### src/rtl/uvps_pkg.sv
// Constants, register map and state encoding of the three-stage undervoltage protection block.
// Assumes a 20 MHz system clock and voltage magnitudes given in per mille of nominal voltage.
`default_nettype none

package uvps_pkg;

    // ------------------------------------------------------------
    // Structure and timing
    // ------------------------------------------------------------
    localparam int NSTAGE = 3;
    localparam int NGROUP = 4;
    localparam int CLK_PERIOD_NS = 50;
    localparam int TICK_TIME_MS = 10;
    localparam int TICK_CYCLES_DFLT = (TICK_TIME_MS * 1000000) / CLK_PERIOD_NS;

    // ------------------------------------------------------------
    // Setting ranges and scaling
    // ------------------------------------------------------------
    localparam int PM_FULL = 1000;
    localparam int PCT_TO_PM = 10;
    localparam int START_MIN_PCT = 20;
    localparam int START_MAX_PCT = 120;
    localparam int BLOCK_MAX_PCT = 80;
    localparam int HYST_MIN_PM = 1;
    localparam int HYST_MAX_PM = 200;
    localparam int BLK_REL_RATIO_PCT = 103;
    localparam int BLK_MARGIN_DV = 5;
    localparam int UN_SEC_DV_DFLT = 1000;
    // Delays are counted in 10 ms ticks.
    localparam logic [15:0] DELAY_MAX_TICKS = 16'h7530;
    localparam logic [15:0] OP_MIN_TICKS [NSTAGE] = '{16'h0008, 16'h0006, 16'h0004};
    localparam logic [15:0] STEP_MASK [NSTAGE] = '{16'hfffe, 16'hfffe, 16'hffff};
    localparam logic [15:0] REL_MIN_TICKS = 16'h0006;

    // ------------------------------------------------------------
    // Register map
    // ------------------------------------------------------------
    localparam logic [11:0] CFG_A_OFF = 12'h000;
    localparam logic [11:0] CFG_B_OFF = 12'h004;
    localparam logic [11:0] STAGE_STRIDE = 12'h008;
    localparam logic [11:0] GROUP_STRIDE = 12'h040;
    localparam logic [11:0] CTRL_OFF = 12'h100;
    localparam logic [11:0] STATUS_OFF = 12'h104;
    localparam logic [11:0] IRQ_STAT_OFF = 12'h108;
    localparam logic [11:0] IRQ_MASK_OFF = 12'h10c;
    localparam logic [11:0] VMEAS_OFF = 12'h110;

    localparam int START_POS = 0;
    localparam int BLOCK_POS = 8;
    localparam int HYST_POS = 16;
    localparam int OP_POS = 0;
    localparam int REL_POS = 16;
    localparam int GRP_POS = 0;
    localparam int ACCEPT_POS = 4;
    localparam int ST_START_POS = 0;
    localparam int ST_TRIP_POS = 3;
    localparam int ST_SBLK_POS = 6;

    localparam logic [6:0] START_RST = 7'h46;
    localparam logic [6:0] BLOCK_RST = 7'h0a;
    localparam logic [7:0] HYST_RST = 8'h1e;
    localparam logic [15:0] OP_RST = 16'h0032;
    localparam logic [15:0] REL_RST = 16'h0006;
    localparam logic [31:0] CTRL_WMASK = 32'h0000_0073;

    // ------------------------------------------------------------
    // Stage state: bit 0 is the start flag, bit 1 the trip flag
    // ------------------------------------------------------------
    typedef enum logic [1:0] {
        ST_IDLE = 2'b00,
        ST_STARTED = 2'b01,
        ST_TRIPPED = 2'b11,
        ST_RELEASING = 2'b10
    } uvps_state_e;

endpackage : uvps_pkg

`default_nettype wire

### src/rtl/uvps_top.sv
// Three-stage undervoltage protection block with an AHB-Lite register slave.
// Assumes line-to-line magnitudes in per mille of nominal, synchronous to clk, and an external block matrix.
//
// What this block does
// Start a stage when the smallest line-to-line voltage drops below its threshold.
// Trip a started stage after the undervoltage persists beyond its operate delay.
// An external block input per stage suppresses start and trip.
// Self-block the stage while the largest line-to-line voltage is below its limit.
// A block limit of zero disables self-blocking.
// Software should keep the block limit at 15% or more for delays below 0.08 s.
// Three independently configured definite-time stages.
// Settings come from one of four selectable setting groups.
// Start threshold settable 20 to 120 percent in steps of one percent.
// Stages one and two delay minima 0.08 and 0.06 s, to 300 s, step 0.02 s.
// Stage three delay 0.04 to 300 s in 0.01 s steps.
// Release hysteresis ratio 1.001 to 1.200 in 0.1 percent steps.
// Self-block limit settable 0 to 80 percent of nominal.
// Stage one release delay 0.06 to 300 s in 0.02 s steps.
// Self-block releases above limit plus the larger of 0.5 V or 3 percent.
// Zero operate delay only when accept-zero-delay is set, else the minimum applies.
// Start and timer clear when voltage exceeds threshold times hysteresis, or on block.
// Trip holds until start releases, then clears after any release delay.
//
// Design decisions made here: the register addresses and register access over AHB-Lite.
`default_nettype none

module uvps_top
    import uvps_pkg::*;
#(
    parameter int TICK_CYCLES = TICK_CYCLES_DFLT,
    parameter int UN_SEC_DV = UN_SEC_DV_DFLT,
    parameter int VW = 16
) (
    input wire logic clk,
    input wire logic resetn,
    input wire logic hsel,
    input wire logic [31:0] haddr,
    input wire logic [1:0] htrans,
    input wire logic hwrite,
    input wire logic [2:0] hsize,
    input wire logic [31:0] hwdata,
    input wire logic hready,
    output logic hreadyout,
    output logic [31:0] hrdata,
    output logic hresp,
    input wire logic [VW-1:0] v12,
    input wire logic [VW-1:0] v23,
    input wire logic [VW-1:0] v31,
    input wire logic [NSTAGE-1:0] ext_block,
    output logic [NSTAGE-1:0] start_flag,
    output logic [NSTAGE-1:0] trip_flag,
    output logic irq
);

    localparam int TW = $clog2(TICK_CYCLES + 1);
    localparam int MARGIN_PM = (BLK_MARGIN_DV * PM_FULL + UN_SEC_DV - 1) / UN_SEC_DV;
    localparam int NSLOT = NSTAGE * NGROUP;

    // ------------------------------------------------------------
    // Functions
    // ------------------------------------------------------------
    // Returns {hit, slot index} for an address in the settings area.
    function automatic logic [4:0] cfg_slot(input logic [11:0] a);
        logic hit;
        hit = (a[11:8] == 4'h0) && (a[5] == 1'b0) && (a[4:3] != 2'h3) && (a[1:0] == 2'h0);
        return {hit, 4'(a[7:6] * 2'd3) + {2'h0, a[4:3]}};
    endfunction : cfg_slot

    function automatic logic [31:0] clamp_a(input logic [31:0] w);
        logic [6:0] st;
        logic [6:0] bl;
        logic [7:0] hy;
        st = w[START_POS +: 7];
        bl = w[BLOCK_POS +: 7];
        hy = w[HYST_POS +: 8];
        if (st < 7'(START_MIN_PCT)) st = 7'(START_MIN_PCT);
        if (st > 7'(START_MAX_PCT)) st = 7'(START_MAX_PCT);
        if (bl > 7'(BLOCK_MAX_PCT)) bl = 7'(BLOCK_MAX_PCT);
        if (hy < 8'(HYST_MIN_PM)) hy = 8'(HYST_MIN_PM);
        if (hy > 8'(HYST_MAX_PM)) hy = 8'(HYST_MAX_PM);
        return {8'h00, hy, 1'b0, bl, 1'b0, st};
    endfunction : clamp_a

    // Zero is kept so that the accept-zero-delay setting can decide at use.
    function automatic logic [31:0] clamp_b(input logic [31:0] w, input logic [1:0] s);
        logic [15:0] op;
        logic [15:0] rel;
        op = w[OP_POS +: 16] & STEP_MASK[s];
        rel = w[REL_POS +: 16] & STEP_MASK[0];
        if (op > DELAY_MAX_TICKS) op = DELAY_MAX_TICKS & STEP_MASK[s];
        if (op != 16'h0000 && op < OP_MIN_TICKS[s]) op = OP_MIN_TICKS[s];
        if (rel > DELAY_MAX_TICKS) rel = DELAY_MAX_TICKS & STEP_MASK[0];
        if (rel < REL_MIN_TICKS) rel = REL_MIN_TICKS;
        if (s != 2'h0) rel = 16'h0000;
        return {rel, op};
    endfunction : clamp_b

    // ------------------------------------------------------------
    // Registers and state
    // ------------------------------------------------------------
    logic [31:0] cfg_a_mem [NSLOT];
    logic [31:0] cfg_b_mem [NSLOT];
    logic [31:0] ctrl_reg;
    logic [5:0] irq_stat_reg;
    logic [5:0] irq_mask_reg;
    logic [11:0] addr_reg;
    logic wr_pend_reg;
    logic rd_pend_reg;
    logic [31:0] hrdata_reg;
    logic [31:0] rdata_next;
    logic [TW-1:0] tick_cnt_reg;
    logic tick;
    uvps_state_e state_reg [NSTAGE];
    uvps_state_e state_next [NSTAGE];
    logic [15:0] cnt_reg [NSTAGE];
    logic [15:0] cnt_next [NSTAGE];
    logic [NSTAGE-1:0] sblk_reg;
    logic [NSTAGE-1:0] sblk_next;
    logic [NSTAGE-1:0] blocked;
    logic [NSTAGE-1:0] under_set;
    logic [NSTAGE-1:0] under_hold;
    logic [15:0] op_eff [NSTAGE];
    logic [15:0] rel_eff [NSTAGE];
    logic [31:0] act_a [NSTAGE];
    logic [31:0] act_b [NSTAGE];
    logic [VW-1:0] vmin;
    logic [VW-1:0] vmax;
    logic [31:0] vmin32;
    logic [31:0] vmax32;
    logic [31:0] st32;
    logic [31:0] bl32;
    logic [5:0] ev;
    logic acc;
    logic [4:0] wslot;
    logic [4:0] rslot;

    // ------------------------------------------------------------
    // Tick divider: one pulse every 10 ms
    // ------------------------------------------------------------
    always_ff @(posedge clk or negedge resetn) begin
        if (!resetn) begin
            tick_cnt_reg <= '0;
        end else if (tick) begin
            tick_cnt_reg <= '0;
        end else begin
            tick_cnt_reg <= tick_cnt_reg + TW'(1);
        end
    end
    assign tick = (tick_cnt_reg == TW'(TICK_CYCLES - 1));

    // ------------------------------------------------------------
    // Stage evaluation
    // ------------------------------------------------------------
    always_comb begin
        vmin = v12;
        if (v23 < vmin) vmin = v23;
        if (v31 < vmin) vmin = v31;
        vmax = v12;
        if (v23 > vmax) vmax = v23;
        if (v31 > vmax) vmax = v31;
        vmin32 = 32'(vmin);
        vmax32 = 32'(vmax);
        st32 = '0;
        bl32 = '0;
        ev = '0;
        for (int s = 0; s < NSTAGE; s++) begin
            act_a[s] = cfg_a_mem[int'(ctrl_reg[GRP_POS +: 2]) * NSTAGE + s];
            act_b[s] = cfg_b_mem[int'(ctrl_reg[GRP_POS +: 2]) * NSTAGE + s];
            st32 = 32'(act_a[s][START_POS +: 7]);
            bl32 = 32'(act_a[s][BLOCK_POS +: 7]);
            under_set[s] = vmin32 < st32 * 32'(PCT_TO_PM);
            under_hold[s] = vmin32 * 32'd100 <= st32 * (32'(PM_FULL) + 32'(act_a[s][HYST_POS +: 8]));
            sblk_next[s] = sblk_reg[s];
            if (bl32 == 32'h0) begin
                sblk_next[s] = 1'b0;
            end else if (vmax32 < bl32 * 32'(PCT_TO_PM)) begin
                sblk_next[s] = 1'b1;
            end else if (vmax32 * 32'd100 > bl32 * 32'(PCT_TO_PM * BLK_REL_RATIO_PCT)
                         && vmax32 > bl32 * 32'(PCT_TO_PM) + 32'(MARGIN_PM)) begin
                sblk_next[s] = 1'b0;
            end
            blocked[s] = ext_block[s] | sblk_reg[s];
            op_eff[s] = act_b[s][OP_POS +: 16];
            if (op_eff[s] == 16'h0000 && !ctrl_reg[ACCEPT_POS + s]) op_eff[s] = OP_MIN_TICKS[s];
            rel_eff[s] = act_b[s][REL_POS +: 16];
            state_next[s] = state_reg[s];
            cnt_next[s] = cnt_reg[s];
            if (blocked[s]) begin
                state_next[s] = ST_IDLE;
                cnt_next[s] = '0;
            end else begin
                unique case (state_reg[s])
                    ST_IDLE: begin
                        if (under_set[s]) begin
                            state_next[s] = ST_STARTED;
                            cnt_next[s] = '0;
                        end
                    end
                    ST_STARTED: begin
                        if (!under_hold[s]) begin
                            state_next[s] = ST_IDLE;
                            cnt_next[s] = '0;
                        end else if (cnt_reg[s] >= op_eff[s]) begin
                            state_next[s] = ST_TRIPPED;
                            cnt_next[s] = '0;
                        end else if (tick) begin
                            cnt_next[s] = cnt_reg[s] + 16'h0001;
                        end
                    end
                    ST_TRIPPED: begin
                        if (!under_hold[s]) begin
                            state_next[s] = (rel_eff[s] != 16'h0000) ? ST_RELEASING : ST_IDLE;
                            cnt_next[s] = '0;
                        end
                    end
                    ST_RELEASING: begin
                        if (under_set[s]) begin
                            state_next[s] = ST_TRIPPED;
                            cnt_next[s] = '0;
                        end else if (cnt_reg[s] >= rel_eff[s]) begin
                            state_next[s] = ST_IDLE;
                            cnt_next[s] = '0;
                        end else if (tick) begin
                            cnt_next[s] = cnt_reg[s] + 16'h0001;
                        end
                    end
                endcase
            end
            ev[s] = state_next[s][0] & ~state_reg[s][0];
            ev[NSTAGE + s] = state_next[s][1] & ~state_reg[s][1];
        end
    end

    always_ff @(posedge clk or negedge resetn) begin
        if (!resetn) begin
            for (int s = 0; s < NSTAGE; s++) begin
                state_reg[s] <= ST_IDLE;
                cnt_reg[s] <= '0;
            end
            sblk_reg <= '0;
        end else begin
            for (int s = 0; s < NSTAGE; s++) begin
                state_reg[s] <= state_next[s];
                cnt_reg[s] <= cnt_next[s];
            end
            sblk_reg <= sblk_next;
        end
    end

    always_comb begin
        for (int s = 0; s < NSTAGE; s++) begin
            start_flag[s] = state_reg[s][0];
            trip_flag[s] = state_reg[s][1];
        end
    end

    // ------------------------------------------------------------
    // AHB-Lite slave: writes take no wait state, reads take one
    // ------------------------------------------------------------
    assign acc = hsel & htrans[1] & hready;
    assign hreadyout = ~rd_pend_reg;
    assign hresp = 1'b0;
    assign hrdata = hrdata_reg;
    assign wslot = cfg_slot(addr_reg);
    assign rslot = cfg_slot(addr_reg);

    always_ff @(posedge clk or negedge resetn) begin
        if (!resetn) begin
            addr_reg <= '0;
            wr_pend_reg <= 1'b0;
            rd_pend_reg <= 1'b0;
        end else begin
            wr_pend_reg <= acc & hwrite;
            rd_pend_reg <= acc & ~hwrite;
            if (acc) addr_reg <= haddr[11:0];
        end
    end

    always_comb begin
        rdata_next = '0;
        if (rslot[4]) begin
            rdata_next = addr_reg[2] ? cfg_b_mem[rslot[3:0]] : cfg_a_mem[rslot[3:0]];
        end else begin
            unique case (addr_reg)
                CTRL_OFF: rdata_next = ctrl_reg;
                STATUS_OFF: rdata_next = 32'({sblk_reg, trip_flag, start_flag});
                IRQ_STAT_OFF: rdata_next = 32'(irq_stat_reg);
                IRQ_MASK_OFF: rdata_next = 32'(irq_mask_reg);
                VMEAS_OFF: rdata_next = {16'(vmax), 16'(vmin)};
                default: rdata_next = '0;
            endcase
        end
    end

    always_ff @(posedge clk or negedge resetn) begin
        if (!resetn) begin
            hrdata_reg <= '0;
        end else if (rd_pend_reg) begin
            hrdata_reg <= rdata_next;
        end
    end

    always_ff @(posedge clk or negedge resetn) begin
        if (!resetn) begin
            for (int i = 0; i < NSLOT; i++) begin
                cfg_a_mem[i] <= {8'h00, HYST_RST, 1'b0, BLOCK_RST, 1'b0, START_RST};
                cfg_b_mem[i] <= (i % NSTAGE == 0) ? {REL_RST, OP_RST} : {16'h0000, OP_RST};
            end
        end else if (wr_pend_reg && wslot[4]) begin
            if (addr_reg[2]) begin
                cfg_b_mem[wslot[3:0]] <= clamp_b(hwdata, addr_reg[4:3]);
            end else begin
                cfg_a_mem[wslot[3:0]] <= clamp_a(hwdata);
            end
        end
    end

    always_ff @(posedge clk or negedge resetn) begin
        if (!resetn) begin
            ctrl_reg <= '0;
            irq_mask_reg <= '0;
        end else if (wr_pend_reg) begin
            if (addr_reg == CTRL_OFF) ctrl_reg <= hwdata & CTRL_WMASK;
            if (addr_reg == IRQ_MASK_OFF) irq_mask_reg <= hwdata[5:0];
        end
    end

    // A new event wins over a write-one-to-clear in the same cycle.
    always_ff @(posedge clk or negedge resetn) begin
        if (!resetn) begin
            irq_stat_reg <= '0;
        end else begin
            irq_stat_reg <= (irq_stat_reg & ~((wr_pend_reg && addr_reg == IRQ_STAT_OFF) ? hwdata[5:0] : 6'h00)) | ev;
        end
    end

    assign irq = |(irq_stat_reg & irq_mask_reg);

    for (genvar g = 0; g < NSTAGE; g++) begin : g_chk

    end
endmodule : uvps_top

`default_nettype wire

### config.mk
export PLATFORM = sky130hd
export DESIGN_NAME = uvps_top
export DESIGN_NICKNAME = d
export VERILOG_FILES = /design/src/rtl/uvps_pkg.sv /design/src/rtl/uvps_top.sv
export SDC_FILE = /design/constraint.sdc
export NUM_CORES = 2
export LEC_CHECK = 0
export BUFFER_PORTS_ARGS = -buffer_cell sky130_fd_sc_hd__buf_2
export CAP_MARGIN = 30
export CORE_MARGIN = 2
export CORE_UTILIZATION = 26
export CTS_BUF_LIST = sky130_fd_sc_hd__clkbuf_8
export DETAILED_ROUTE_END_ITERATION = 10
export HOLD_SLACK_MARGIN = 0.08
export PLACE_DENSITY = 0.38
export RECOVER_POWER = 100
export SLEW_MARGIN = 20
export SYNTH_ARGS = -nofsm -noshare
export SYNTH_HDL_FRONTEND = slang
export SYNTH_SLANG_ARGS = --single-unit
### constraint.sdc
create_clock -name clk -period 16.85 [get_ports clk]
set_clock_uncertainty 0.1 [all_clocks]
set_input_delay 3.37 -clock clk [delete_from_list [all_inputs] [get_ports clk]]
set_output_delay 3.37 -clock clk [all_outputs]
set_load 0.05 [all_outputs]
Word level (Yosys, flattened, before mapping)

Cells that the tools add are included.

Register bits after elaboration: 906
Bits in latches: 0
Bits in writable memories: 0
ROM bits: 0
Input port bits: 125
Output and inout port bits: 41
Logic and storage cells: 345
Memories kept: 0

Add/subtract/negate cells: 13
Multiply operators: 16
Div/mod/pow operators: 0
Magnitude comparators: 40
Eq/ne operators: 22
Shifts and indexed selects: 0
Muxes and demuxes: 137
Bitwise logic cells: 33
Reduce and logical (&&, ||, !) cells: 43

Operator list:

| operator              | number |
|---|---|
| $bmux 32 s4           | 8 |
| $bwmux 384            | 2 |
| $mux 16               | 48 |
| $mux 32               | 13 |
| $pmux 16 s4           | 3 |
| $pmux 32 s5           | 1 |
| $mux 24               | 6 |
| $demux 32 s4          | 1 |
| $ge 16x16->1          | 6 |
| $ge 32x5->1 const B   | 3 |
| $lt 16x11->1          | 6 |
| $gt 23x18->1          | 3 |
| $le 23x18->1          | 3 |
| $bmux 16 s2           | 2 |
| $not 32->32           | 2 |
| $reduce_bool 16->1    | 4 |
| $mux 7                | 9 |
| $eq 12x9->1 const B   | 5 |
| $mul 7x3->10 const B  | 6 |
| $mul 7x11->18         | 3 |
| $mul 7x10->17 const B | 3 |
| $add 16x1->16 const B | 3 |
| $gt 16x12->1          | 3 |
| $logic_not 16->1      | 3 |
| other kinds (49)      | 158 |

Logic depth before layout (Yosys ltp)

Depth after elaboration: 16
Gate-level depth with buffers: 57
Gate-level depth less buffers: 44

Least setup slack after synthesis

OpenSTA, ideal clock, no wires.

Path type: flip-flop to flip-flop
From: register ctrl_reg[0]
To: register cnt_reg[20] (netlist bit)
Setup time: 0.082 ns
Arrival: 13.128 ns
Required time: 16.668 ns
Path slack: 3.540 ns
Stages on the path, launching flop included: 58
Buffers on the path: 22
Period minus slack after synthesis: 13.310 ns
Path through: dfrtp_1 buf_2 buf_2 buf_2 buf_2 buf_2 buf_4 buf_2 buf_4 buf_2 buf_2 buf_2 inv_1 ha_1 buf_1 clkbuf_1 buf_1 clkbuf_1 (+22 left out) a21oi_1 o21ai_0 a211oi_1 o21bai_1 a21oi_1 xnor2_1 ha_1 nand2_1 or3_1 a211o_1 a21boi_0 o21ai_0 a21oi_2 o32ai_1 or3b_1 buf_2 buf_2 o22ai_1

Word-level cells in the longest chain between the ends: 14
Elaborated cells on any way between the ends: 28
Classes of those cells: add/sub: 2; mul: 3; order compare: 4; eq/ne: 2; mux: 13; bitwise: 1; reduce/logical: 3

Ends and longest elaborated chain:

| what                                                                  | line                             | text |
|---|---|---|
| start, declared                                                       | uvps_top.sv:103                  | `logic [31:0] ctrl_reg;` |
| start signal, assigned                                                | uvps_top.sv:323                  | `if (addr_reg == CTRL_OFF) ctrl_reg <= hwdata & CTRL_WMASK;` |
| $mul 2x2->4 (*)                                                       | uvps_top.sv:167, uvps_top.sv:168 |  |
| $add 32x2->32 (*)                                                     | uvps_top.sv:167, uvps_top.sv:168 |  |
| $not 32->32 (not written as such) (*)                                 | uvps_top.sv:167, uvps_top.sv:168 |  |
| parallel branches: the longest is 11 deep, another holds $le 23x18->1 | --                               |  |
| end signal, assigned by index                                         | uvps_top.sv:244                  | `cnt_reg[s] <= cnt_next[s];` |
| end, declared                                                         | uvps_top.sv:115                  | `logic [15:0] cnt_reg [NSTAGE];` |

Every way passes the cells marked *. The select of a mux whose other input is x is not followed.
A chain may end at the register's enable or synchronous reset.

Worst setup path after layout

From: input v12[6]
To: register cnt_reg[6] (netlist bit)

Word-level cells in the longest chain between the ends: 9
Elaborated cells on any way between the ends: 14
Classes of those cells: mul: 1; order compare: 4; eq/ne: 2; mux: 6; reduce/logical: 1

Ends and longest elaborated chain:

| what            | line            | text |
|---|---|---|
| start, declared | uvps_top.sv:46  | `input wire logic [VW-1:0] v12,` |
| $lt 16x16->1    | uvps_top.sv:156 | `if (v23 < vmin) vmin = v23;` |
| $mux 16 (*)     | uvps_top.sv:156 |  |
| $lt 16x16->1    | uvps_top.sv:157 | `if (v31 < vmin) vmin = v31;` |
| $mux 16 (*)     | uvps_top.sv:157 |  |
| $mul 16x5->21   | uvps_top.sv:172 | `under_hold[s] = vmin32 * 32'd100 <= st32 * (32'(PM_FULL) + 32'(act_a[s][HYST_POS +: 8]));` |
| $le 23x18->1    | uvps_top.sv:172 |  |
| $mux 16         | uvps_top.sv:200 | `if (!under_hold[s]) begin` |
| $pmux 16 s4     | uvps_top.sv:192 | `unique case (state_reg[s])` |
| $mux 16         | uvps_top.sv:188 | `if (blocked[s]) begin` |

Every way passes the cells marked *; elsewhere a longest branch is shown, timed or not.

==> key figures <==
Status
  • Status: finished, violations left
  • Failing checks: capacitance limit, slew limit

Timing
  • Final worst path period share: roughly nine tenths
  • Minimum clock period: about 15 ns
  • Setup TNS: 0 ns
  • RSZ-0062 raised after global routing: false
  • Worst hold slack: 0.382 ns
  • Final setup margin: roughly 1.7 ns
  • Final setup vio count: 0
  • Worst slew pin tran: about 5.0 ns
  • Count of pins over their slew limit: around 1900
  • Fin. Hold Viols: 0
  • Fmax: 66.1 MHz
  • Relative slew slack: -231%

Drt
  • DR pass1 iterations: 5
  • WL met1: between 100 and 150 mm
  • Met2 WL post-DR: 127 mm
  • Via-to-Cell Ratio: 5.21
  • Max layer used: met5
  • Drt initial violations: between 3000 and 4000
  • Antenna Violating Nets Remaining: 0
  • DRC viols: 0
  • Via count: between 50000 and 60000
  • Per-cell routed wire length: about 25 um
  • Post-Route WL: 277 mm
  • Metal3 WL: ~12 mm

Clocking
  • Post-CTS Resized: 0
  • H-Tree Depth: 4
  • # Post-CTS Setup Buffers: 0
  • Maximum clock path buffer count: 3
  • CTS Hold Buffers Added: 0
  • TritonCTS clock tree: done
  • Root buffer cell: clkbuf_8
  • TritonCTS Sinks: between 700 and 800
  • Reg clk slew, reported paths: approximately 0.050 ns
  • Total CTS buffers: roughly 160
  • Worst-skew pair later-pin latency: between 0.9 and 1 ns

Logic synthesis
  • Syn avg cell area: between 9 and 10 sq um
  • FF+latch count, synth: 774
  • Post-synthesis sequential area ratio: around 28%
  • Post-synthesis mux area share: around 21%
  • Simple-gate area share of the yosys netlist: a little under an eighth
  • EDFF count, synth: 0
  • Cell area after synthesis: approximately 0.07 sq mm
  • Unique masters post-synth: 98
  • XOR/XNOR Fraction of Synth Area: about 2.2%
  • Synth Area in Adders: between 10% and 20%
  • Post-synthesis compound-gate area fraction: 14.4%
  • Ys Warns: 0
  • Main synth FF type: dfrtp_1
  • Cell count after synthesis: between 7000 and 8000
  • Ys async rst share: 100%
  • Largest family of logic cells by synthesized area: multiplexers

Placement
  • DP Cell Count: approximately 11000
  • Port Buffers: 140
  • RD Place Congestion: about 0.86
  • HPWL Detailed: between 150 and 200 mm
  • Place WS: between 1.5 and 2 ns

Floorplanning
  • Core Region: around 0.27 sq mm
  • Die width: around 520 um
  • Die Height: about 520 um
  • Die Area: between 0.2 and 0.3 sq mm
  • Rows: 190
  • Ports: around 170
  • Initial core utilization: 26.1%

Power
  • PD cells: around 150 mW/mm^2
  • Leak: 0.0356 uW
  • Max VDD drop: 0.212 mV

Cells and area
  • Number of fill cells: about 28000
  • Max FFs per register: 372
  • Combined area of the multi-input logic cells: between 0.04 and 0.05 sq mm
  • Register area: approximately 0.020 sq mm
  • Final net count: just over 8000
  • Share of cells above drive strength 1: between 15 and 20%
  • Non-filler cells, final: ~11000
  • Area grow syn2layout: 11.6%

Worst setup path
  • CP peak stage delay: around 0.84 ns
  • Worst EP required: 17.56 ns
  • Worst EP arrival: 15.84 ns
  • Worst Path Max Fanout: 16
  • Critical path class: in -> reg
  • CP startpoint kind: input port
  • Crit-path slowest cell: a211oi_1
  • Setup crit end kind: register
  • Most frequent CP cell: ha_1

Global routing
  • Grt ovf: 0
  • Total GRT Usage: between 20% and 30%
  • Largest net degree at the start of global routing: roughly 150
  • Global-route wire length before repair: slightly above 400 mm
  • Vias in the first global route: around 57000
  • Initial antenna violation count: 14

Hold path
  • Hold Path Class: reg -> reg

Flow run
  • Max_cap viols: 39
==> path summary, 6_finish.rpt <==
kind,endpoint,startpoint,slack [ns],cells past startpoint
min in group asynchronous,cfg_b_mem[244],resetn,4.17,1
max,cnt_reg[6],v12[6],1.71,46
max in group asynchronous,cfg_a_mem[366],resetn,3.22,5
min reg2reg,tick_cnt_reg[4],tick_cnt_reg[4],0.38,1
max reg2reg,cnt_reg[16],ctrl_reg[0],3.82,36
min,tick_cnt_reg[4],tick_cnt_reg[4],0.38,1
==> per-layer routing <==
metal | GRT usage, % | vias up
li1 | - | 26000
met1 | 28.4 | 28800
met2 | 32.6 | 1351
met3 | 2.53 | 362
met4 | 4.76 | 6
met5 | 0 | -
==> report_power, final <==
group	leakage [uW]	switching [uW]	internal (uW)
combinational	0.0258	4880	3120
sequential	0.00787	85.0	1930
clock	0.00187	944	1060
==> cell usage after synthesis, drive strengths merged, types with 8 or more instances <==
cell,number,area (sq um)
and3,47,294
o21bai,25,188
buf,106,492
mux4,528,11900
xor2,64,561
or3,20,125
ha,702,8780
xnor2,111,972
a22oi,77,583
nor2,290,1090
inv,459,1720
nor2b,54,338
nor4,16,100
clkbuf,342,1280
dfrtp,622,15600
nor3,48,250
a221oi,19,166
a32oi,27,236
o41ai,16,155
a21boi,10,75.1
nand3,81,405
mux2i,156,1570
o2111ai,12,105
o21ai,773,3880
and2,65,407
nor3b,8,60.1
o22ai,45,282
a211o,12,105
or2,12,75.1
a2111oi,8,71.3
and4,13,114
a211oi,22,170
o31ai,21,183
dfstp,152,3990
a21oi,386,1940
nand4,60,375
o21a,35,263
o211ai,9,67.6
fa,161,3220
a21o,104,781
nand2,1086,4080
nand2b,51,319
a31oi,20,131
mux2,135,1530
==> cell families after synthesis <==
logic type | after synthesis
XOR/XNOR | 175
buffers and inverters | 907
adder cells (fa/ha/maj) | 863
flip-flops | 774
AND/OR/NAND/NOR | 1876
other | 2
multiplexers | 819
AO/OA/AOI/OAI | 1691
==> cell type report <==
| cell class | count | area share (%) |
|---|---|---|
| Timing Repair Buffer | 351 | 2.72 |
| Clock inverter | 92 | 0.601 |
| Tap cell | 3552 | 5.70 |
| Antenna cell | 9 | 0.0289 |
| Clock buffer | 193 | 3.41 |
| Inverter | 459 | 2.21 |
| Sequential cell | 774 | 25.1 |
| Multi-Input combinational cell | 5428 | 60.3 |
==> stage by stage <==
| step | area, sq um | utilization [%] | total power, uW |
|---|---|---|---|
| floorplan | 69900 | - | 7510 |
| global placement | 75000 | 28.0 | 9990 |
| detailed placement | 75200 | 28.1 | 10100 |
| CTS | 78300 | 29.3 | 12200 |
| global route | 78000 | 29.1 | 13100 |
| finish | 78000 | 29.1 | 12000 |
==> placed cells by master, fill, tap and decap left out, drive strengths merged, types with 16 or more instances in the layout <==
cell type and n:
nand2 1086, nor2 290, nor3 48, clkbuf 302
ha 702, o31ai 21, dfstp 152, xor2 64
o21ai 773, nand3 81, nand4 60, mux4 528
a211oi 22, o21bai 25, a221oi 19, a31oi 20
or3 20, mux2i 156, and3 47, xnor2 111
a21o 104, a21oi 386, nand2b 51, a22oi 77
mux2 135, nor4 16, inv 536, o21a 35
nor2b 54, dfrtp 622, and2 65, fa 161
buf 241, a32oi 27, o41ai 16, o22ai 45
==> worst max-delay path, delay by kind of cell <==
family,cells,cell delay (ns)
compound gates,18,5.26
buf+inv,7,1.95
simple gates,12,2.50
fa+ha+maj,7,2.34
xor+xnor,2,0.38
No activity file was read; power rests on OpenSTA's default activity.
